===== config.mk =====
export PLATFORM = sky130hd
export DESIGN_NAME = serial_irq_priority_regs
export DESIGN_NICKNAME = d
export VERILOG_FILES = /design/src/shared/prio_pkg.sv /design/src/rtl/prio_arbiter.sv /design/src/rtl/serial_irq_priority_regs.sv
export SDC_FILE = /design/constraint.sdc
export NUM_CORES = 1
export LEC_CHECK = 0
export ABC_AREA = 1
export BUFFER_PORTS_ARGS = -buffer_cell sky130_fd_sc_hd__buf_2
export CORE_ASPECT_RATIO = 1.75
export CORE_MARGIN = 2
export CORE_UTILIZATION = 35
export DETAILED_ROUTE_END_ITERATION = 12
export GPL_ROUTABILITY_DRIVEN = 0
export GPL_TIMING_DRIVEN = 1
export PLACE_DENSITY_LB_ADDON = 0.08
export SYNTH_ARGS = -nofsm -noshare
export SYNTH_HDL_FRONTEND = slang
export SYNTH_HIERARCHICAL = 1
export SYNTH_SLANG_ARGS = --single-unit

===== constraint.sdc =====
create_clock -name clk -period 1.7 [get_ports clk]
set_clock_uncertainty 0.15 [all_clocks]
set_input_delay 0.255 -clock clk [delete_from_list [all_inputs] [get_ports clk]]
set_output_delay 0.255 -clock clk [all_outputs]
set_load 0.1 [all_outputs]

===== src/shared/prio_pkg.sv =====
// Constants for the second I2C controller priority register block
package prio_pkg;
  // ***************************************************************
  // Bus and register map
  // ***************************************************************
  localparam int ADDR_W = 12;
  localparam int DATA_W = 32;
  localparam int STRB_W = 4;
  localparam logic [ADDR_W-1:0] PRIO_CTRL_OFFSET = 12'h000;
  localparam logic [ADDR_W-1:0] STATUS_OFFSET = 12'h004;

  // ***************************************************************
  // Priority fields
  // ***************************************************************
  localparam int PRIO_W = 3;
  localparam int NUM_SRC = 2;
  localparam int CTRL_W = 16;
  localparam int MASTER_LSB = 8;
  localparam int SLAVE_LSB = 4;
  localparam logic [PRIO_W-1:0] PRIO_DISABLED = 3'h0;
  localparam logic [PRIO_W-1:0] PRIO_LEVEL_MAX = 3'h7;
  localparam logic [PRIO_W-1:0] PRIO_LEVEL_MIN = 3'h1;
  localparam logic [PRIO_W-1:0] MASTER_PRIO_RESET = 3'h4;
  localparam logic [PRIO_W-1:0] SLAVE_PRIO_RESET = 3'h4;
  localparam logic [CTRL_W-1:0] CTRL_IMPL_MASK = 16'h0770;

  // ***************************************************************
  // Sources and status layout
  // ***************************************************************
  localparam logic SRC_MASTER = 1'h0;
  localparam logic SRC_SLAVE = 1'h1;
  localparam int STAT_REQ_BIT = 0;
  localparam int STAT_LEVEL_LSB = 4;
  localparam int STAT_SRC_BIT = 8;
endpackage : prio_pkg


===== src/rtl/prio_arbiter.sv =====
// Combinational priority arbiter for the two I2C event sources
`timescale 1ns/10ps
`default_nettype none
module prio_arbiter
  import prio_pkg::*;
(
  // Source requests and their priority codes
  input wire logic [prio_pkg::NUM_SRC-1:0] pending,
  input wire logic [prio_pkg::NUM_SRC-1:0][prio_pkg::PRIO_W-1:0] prio,
  // Winner
  output logic grant_valid,
  output logic grant_id,
  output logic [prio_pkg::PRIO_W-1:0] grant_level
);
  logic [NUM_SRC-1:0] eligible;

  // A code of zero masks the source entirely
  genvar g;
  generate
    for (g = 0; g < NUM_SRC; g++)
    begin : g_elig
      assign eligible[g] = pending[g] && (prio[g] != PRIO_DISABLED);
    end
  endgenerate

  // Highest code wins; lower index wins a tie, so the master source goes first
  always_comb
  begin
    grant_valid = 1'b0;
    grant_id = SRC_MASTER;
    grant_level = PRIO_DISABLED;
    for (int i = 0; i < NUM_SRC; i++)
    begin
      if (eligible[i] && (prio[i] > grant_level))
      begin
        grant_valid = 1'b1;
        grant_id = i[0];
        grant_level = prio[i];
      end
    end
  end
endmodule : prio_arbiter
`default_nettype wire


===== src/rtl/serial_irq_priority_regs.sv =====
// APB priority control register for the second I2C controller with arbitration
//
// Our own choices: the address map and the APB slave port.
`timescale 1ns/10ps
`default_nettype none

// Contract
// - Nonzero priority codes mean levels one to seven, seven being the highest.
// - A code of zero disables its source so that it never requests service.
// - The master event priority field sits in bits 10 to 8 and is read-write.
// - The slave event priority field sits in bits 6 to 4 and is read-write.
module serial_irq_priority_regs
  import prio_pkg::*;
(
  // Clock and reset
  input wire logic clk,
  input wire logic rstn,
  // APB slave
  input wire logic [prio_pkg::ADDR_W-1:0] paddr,
  input wire logic psel,
  input wire logic penable,
  input wire logic pwrite,
  input wire logic [prio_pkg::DATA_W-1:0] pwdata,
  input wire logic [prio_pkg::STRB_W-1:0] pstrb,
  output logic [prio_pkg::DATA_W-1:0] prdata,
  output logic pready,
  output logic pslverr,
  // Event requests from the I2C controller
  input wire logic master_event_pending,
  input wire logic slave_event_pending,
  // Priority values and arbitration result
  output logic [prio_pkg::PRIO_W-1:0] i2c_master_event_priority,
  output logic [prio_pkg::PRIO_W-1:0] i2c_slave_event_priority,
  output logic irq_request,
  output logic irq_source,
  output logic [prio_pkg::PRIO_W-1:0] irq_level
);
  import prio_pkg::*;

  // ***************************************************************
  // Bus decode
  // ***************************************************************
  logic setup_phase;
  logic access_phase;
  logic hit_ctrl;
  logic hit_status;
  logic wr_ctrl;

  assign setup_phase = psel && !penable;
  assign access_phase = psel && penable;
  assign hit_ctrl = (paddr == PRIO_CTRL_OFFSET);
  assign hit_status = (paddr == STATUS_OFFSET);
  assign wr_ctrl = access_phase && pwrite && hit_ctrl;

  // Zero wait states: every access completes in its first access cycle
  assign pready = 1'b1;
  // Unmapped addresses and writes to the read-only status answer with an error
  assign pslverr = access_phase && !(hit_ctrl || (hit_status && !pwrite));

  // ***************************************************************
  // Priority control register
  // ***************************************************************
  logic [PRIO_W-1:0] next_master_prio;
  logic [PRIO_W-1:0] next_slave_prio;

  // Only the two fields exist as flops; the other bits have no storage at all
  always_comb
  begin
    next_master_prio = i2c_master_event_priority;
    next_slave_prio = i2c_slave_event_priority;
    if (wr_ctrl && pstrb[1])
    begin
      next_master_prio = pwdata[MASTER_LSB +: PRIO_W];
    end
    if (wr_ctrl && pstrb[0])
    begin
      next_slave_prio = pwdata[SLAVE_LSB +: PRIO_W];
    end
  end

  always_ff @(posedge clk or negedge rstn)
  begin
    if (!rstn)
    begin
      i2c_master_event_priority <= MASTER_PRIO_RESET;
      i2c_slave_event_priority <= SLAVE_PRIO_RESET;
    end
    else
    begin
      i2c_master_event_priority <= next_master_prio;
      i2c_slave_event_priority <= next_slave_prio;
    end
  end

  // ***************************************************************
  // Arbitration
  // ***************************************************************
  logic grant_valid;
  logic grant_id;
  logic [PRIO_W-1:0] grant_level;
  logic next_irq_request;
  logic next_irq_source;
  logic [PRIO_W-1:0] next_irq_level;

  prio_arbiter u_arbiter (
    .pending ({slave_event_pending, master_event_pending}),
    .prio ({i2c_slave_event_priority, i2c_master_event_priority}),
    .grant_valid (grant_valid),
    .grant_id (grant_id),
    .grant_level (grant_level)
  );

  // Registered result costs one cycle of latency but gives glitch-free outputs
  always_comb
  begin
    next_irq_request = grant_valid;
    next_irq_source = grant_id;
    next_irq_level = grant_level;
  end

  always_ff @(posedge clk or negedge rstn)
  begin
    if (!rstn)
    begin
      irq_request <= 1'b0;
      irq_source <= SRC_MASTER;
      irq_level <= PRIO_DISABLED;
    end
    else
    begin
      irq_request <= next_irq_request;
      irq_source <= next_irq_source;
      irq_level <= next_irq_level;
    end
  end

  // ***************************************************************
  // Read data
  // ***************************************************************
  logic [DATA_W-1:0] next_prdata;
  logic [CTRL_W-1:0] ctrl_view;

  // Unused positions are tied to zero, and the mask guards the view as well
  always_comb
  begin
    ctrl_view = '0;
    ctrl_view[MASTER_LSB +: PRIO_W] = i2c_master_event_priority;
    ctrl_view[SLAVE_LSB +: PRIO_W] = i2c_slave_event_priority;
    ctrl_view = ctrl_view & CTRL_IMPL_MASK;
    next_prdata = prdata;
    if (setup_phase && !pwrite)
    begin
      next_prdata = '0;
      if (hit_ctrl)
      begin
        next_prdata[CTRL_W-1:0] = ctrl_view;
      end
      else if (hit_status)
      begin
        next_prdata[STAT_REQ_BIT] = irq_request;
        next_prdata[STAT_LEVEL_LSB +: PRIO_W] = irq_level;
        next_prdata[STAT_SRC_BIT] = irq_source;
      end
    end
  end

  // Read data is captured in the setup cycle so it stands as a flop in the access cycle
  always_ff @(posedge clk or negedge rstn)
  begin
    if (!rstn)
    begin
      prdata <= '0;
    end
    else
    begin
      prdata <= next_prdata;
    end
  end
endmodule : serial_irq_priority_regs
`default_nettype wire


* After elaboration in Yosys (flattened, before gate mapping) *
Cells that the tools add are included.

word-level totals
  output and inout port bits = 45
  register bits = 23
  bits of input ports = 55

operators by class
  order comparisons = 2
  reductions and logical operators = 20
  equal/unequal tests = 1
  multiplexer cells = 12

operator list
  operator             number
  $logic_and 1x1->1    13
  $eq 12x3->1 const B  1
  $logic_not 12->1     1
  $mux 3               4
  $mux 1               7
  $reduce_bool 3->1    2
  $gt 3x1->1 const B   1
  $gt 3x3->1           1
  $logic_not 1->1      3
  $mux 2               1
  $logic_or 1x1->1     1

* Logic depth before layout (Yosys ltp) *
  depth after elaboration = 7
  mapped depth = 12

* Modules after synthesis *
The synthesis kept the hierarchy.

modules (own cells, without submodules)
  module                    instances  area each (um^2)  cells each  seq. area each (um^2)
  serial_irq_priority_regs  1          1096.1            130         452.9
  prio_arbiter              1          171.4             34          0.0

* Worst setup path before layout *
OpenSTA, ideal clock, no wires.

  path kind = reg2reg
  from = register i2c_master_event_priority[1] (netlist name)
  to = register irq_level[1] (netlist name)
  slack = -0.656 ns
  arrival time = 2.085 ns
  cell stages (with the launch flop) = 13
  buffers on the path = 0
  setup time = 0.121 ns
  cell sequence = dfrtp_1 nor2_1 nand2_1 nand2_1 nor2_1 inv_1 ha_1 nand3_1 nand2_1 nor2_2 nand2_2 nand2_1 nand2_1

between the ends
  cells in the longest elaborated chain, start to end = 7
  elaborated cells between the ends (all ways) = 8

RTL lines
  item                                                RTL line                         source
  start: declaration                                  serial_irq_priority_regs.sv:32   output logic [prio_pkg::PRIO_W-1:0] i2c_master_event_priority,
  start signal: assignment                            serial_irq_priority_regs.sv:90   i2c_master_event_priority <= next_master_prio;
  branches (longest 3 deep; another with $gt 3x1->1)  -
  $mux 3 (*)                                          prio_arbiter.sv:34               if (eligible[i] && (prio[i] > grant_level))
  $gt 3x3->1                                          prio_arbiter.sv:34
  $logic_and 1x1->1                                   prio_arbiter.sv:34
  $mux 3 (*)                                          prio_arbiter.sv:34
  net grant_level[1]                                  serial_irq_priority_regs.sv:100  logic [PRIO_W-1:0] grant_level;
  end signal: assignment                              serial_irq_priority_regs.sv:133  irq_level <= next_irq_level;
  end: declaration                                    serial_irq_priority_regs.sv:36   output logic [prio_pkg::PRIO_W-1:0] irq_level

Mark *: on every way through the listed nets, which the timed path passes.
A chain may end at the register's enable or synchronous reset.

* Worst setup path after layout *
  from = register i2c_master_event_priority[2] (netlist name)
  to = register irq_level[2] (netlist name)

Same word-level chain as after synthesis.

==> impl_metrics.env <==
export IMPL_post_dp_hpwl_um=2576
export IMPL_final_layout_size_suffix_gt1_frac=0.4292
export IMPL_grt_pass1_vias=1127
export IMPL_layout_nets=285
export IMPL_area_growth_pct=38.89
export IMPL_numPlacedInstances=266
export IMPL_drtIter0Drc=17
export IMPL_path_max_fanout=3
export IMPL_root_buffer="clkbuf_8"
export IMPL_drv_cap=0
export IMPL_fin_cells=272
export IMPL_die_w_um=49.49
export IMPL_leakagePower_uw=0.001029
export IMPL_cts_tree="yes"
export IMPL_clockBufferDepth=2
export IMPL_fillers=405
export IMPL_remaining_drc_errors=0
export IMPL_setup_viol=5
export IMPL_min_period_ns=1.976
export IMPL_htree_levels=1
export IMPL_status="finished with violations"
export IMPL_combPwrFrac=0.307
export IMPL_violations="negative setup slack"
export IMPL_p_sw_frac=0.4037
export IMPL_die_area_um2=4138
export IMPL_final_util=0.4951
export IMPL_hp_class="in2reg"
export IMPL_num_io_pins=100
export IMPL_clk_pin_slew_ns=0.07
export IMPL_finalCritPeriodShare=1.162
export IMPL_slew_viol_final=0
export IMPL_seq_area_um2=459.2
export IMPL_power_internal_uw=674.5
export IMPL_setup_ws_ns=-0.2760
export IMPL_cts_sinks=18
export IMPL_switchingPower_uw=456.7
export IMPL_io_buffers=45
export IMPL_hold_viol_final=0
export IMPL_detail_route_vias_per_cell=4.202
export IMPL_tns_ns=-1.103
export IMPL_routed_via_count=1143
export IMPL_ys_ff_latch=18
export IMPL_wl_per_cell_um=11.54
export IMPL_rsz0062_at_grt="true"
export IMPL_grt_max_degree=19
export IMPL_synth_cell_area_um2=1267
export IMPL_grt_pass1_wl_um=4954
export IMPL_die_h_um=83.61
export IMPL_postSynthAreaPerCell_um2=7.728
export IMPL_p_clk_frac=0.314
export IMPL_antenna_found_initial=0
export IMPL_wl_um=3140
export IMPL_cts_buffers=3
export IMPL_seq_power_share=0.379
export IMPL_core_um2=3556
export IMPL_multi_input_area_um2=739.5
export IMPL_grt_usage=0.1567
export IMPL_worstSetupStartpointType="flop"
export IMPL_ys_seq_area_frac=0.3574
export IMPL_overflow=0
export IMPL_fmax_ghz=0.5061
export IMPL_irDropWorstVdd_uv=403.8
export IMPL_ys_types=23
export IMPL_clk_latency_ns=0.26
export IMPL_drt_first_pass_iters=4
export IMPL_synth_cells=164
export IMPL_power_density_nw_per_um2=642.5
export IMPL_ant_nets=0
export IMPL_antenna_cells=0
export IMPL_initial_utilization=0.3564
export IMPL_end_kind="flop"
export IMPL_worstPathRequired_ns=1.75
export IMPL_power_total_uw=1131
export IMPL_fp_row_count=29
export IMPL_arrival_ns=2.02
export IMPL_ys_warnings_count=6
export IMPL_worstSetupPathType="reg2reg"
## layer usage
| metal | vias up | track usage | part of all wire |
|---|---|---|---|
| met2 | 27 | 0.3108 | 0.61 |
| met4 | 0 | 0.08586 | 0.032 |
| li1 | 577 | - | - |
| met3 | 8 | 0.01792 | 0.025 |
| met1 | 531 | 0.1468 | 0.33 |
| met5 | - | 0 | 0 |
## repair_timing
action | 4_1_cts | 5_1_grt
setup endpoints to repair | 5 | 5
pin swaps | 2 | 9
hold endpoints to repair | 16 | 0
gates resized for setup | 7 | 12
hold buffers | 1 | 0
setup buffers | 0 | 1
## power groups by stage
stage | combinational (uW) | sequential [uW] | clock [uW]
after global routing | 360 | 428 | 382
final | 348 | 428 | 355
after CTS | 348 | 428 | 370
after global placement | 342 | 436 | 0
after detailed placement | 345 | 436 | 0
after floorplan | 335 | 438 | 0
## sequential cells by signal (all words and copies together) (netlist names)
register and count:
i2c_slave_event_priority 3, i2c_master_event_priority 3, irq_request 1, irq_source 1
irq_level 3, prdata 7
## path summary, 6_finish.rpt
| check | start | to | slack (ns) | depth (start not counted) |
|---|---|---|---|---|
| min reg2reg | prdata[4] | prdata[4] | 0.33 | 2 |
| max reg2reg | i2c_master_event_priority[2] | irq_level[2] | -0.28 | 11 |
| max in group asynchronous | rstn | i2c_master_event_priority[2] | 0.76 | 2 |
| max | i2c_master_event_priority[2] | irq_level[2] | -0.28 | 11 |
| min in group asynchronous | rstn | prdata[4] | 0.31 | 2 |
| min | pwdata[4] | i2c_slave_event_priority[0] | 0.04 | 3 |
## through the flow
| stage | setup slack (ns) | hold slack [ns] | instance area [um2] |
|---|---|---|---|
| final | -0.2760 | 0.04476 | 1760 |
| after global routing | -0.3387 | 0.04523 | 1760 |
| after CTS | -0.2556 | 0.03726 | 1707 |
| after detailed placement | -0.2981 | 0.06879 | 1598 |
| after global placement | -0.2316 | 0.06208 | 1598 |
| after floorplan | -0.4126 | -0.1906 | 1371 |
## layout by cell type (no fill, tap or decap)
master | Yosys | layout
buf_12 | 0 | 3
nand4_1 | 2 | 2
dlygate4sd3_1 | 0 | 1
buf_4 | 26 | 14
and2_4 | 1 | 1
nand3_4 | 1 | 1
o21ai_4 | 0 | 1
inv_1 | 14 | 13
nand2_1 | 56 | 51
nand3_2 | 0 | 3
clkbuf_8 | 0 | 4
dfrtp_1 | 16 | 14
conb_1 | 2 | 26
buf_6 | 1 | 1
ha_1 | 3 | 1
nor3_1 | 1 | 1
nand2_4 | 0 | 2
dfstp_4 | 0 | 1
nor2_1 | 8 | 6
nand3_1 | 14 | 11
nor3_4 | 1 | 1
nor2_2 | 3 | 2
o21ai_1 | 1 | 1
dfrtp_2 | 0 | 2
dfstp_2 | 2 | 1
a21oi_2 | 0 | 1
buf_2 | 0 | 42
ha_4 | 0 | 2
nand2_2 | 3 | 6
nor2_4 | 3 | 6
o21ai_0 | 2 | 2
nor2_8 | 2 | 2
inv_2 | 0 | 1
## final cells by class
| class | count | area share |
|---|---|---|
| tap | 46 | 0.03269 |
| inverter | 14 | 0.02985 |
| multi-input combinational | 129 | 0.4200 |
| clock buffer | 4 | 0.03127 |
| sequential | 18 | 0.2608 |
| timing repair buffer | 61 | 0.2253 |
## Yosys cell counts, drive strengths merged
master	count	share of area
dfstp	2	0.041
nand3	15	0.069
nand4	2	0.0099
nor2	16	0.097
nor3	2	0.017
nand2	59	0.18
buf	27	0.16
and2	1	0.0069
ha	3	0.030
dfrtp	16	0.32
conb	2	0.0059
inv	14	0.041
a21oi	1	0.0039
o21ai	4	0.019
## critical path, cell delays in order (launching register included)
cell and delay (ns):
dfstp_4 0.61, nor2_1 0.04, nand2_1 0.06, nand2_2 0.08, nor2_4 0.11, inv_2 0.06
ha_4 0.28, nand2_4 0.05, o21ai_4 0.19, buf_6 0.13, nand3_2 0.07, nand2_1 0.08
## logic make-up after synthesis
| kind of cell | after synthesis | share of synthesized area |
|---|---|---|
| buffers and inverters | 41 | 0.2043 |
| DFF | 18 | 0.3574 |
| adders and majority gates | 3 | 0.02962 |
| other | 2 | 0.005925 |
| AOI/OAI and AO/OA | 5 | 0.02270 |
| and+or+nand+nor | 95 | 0.3801 |
(Power assumes the default switching activity.)
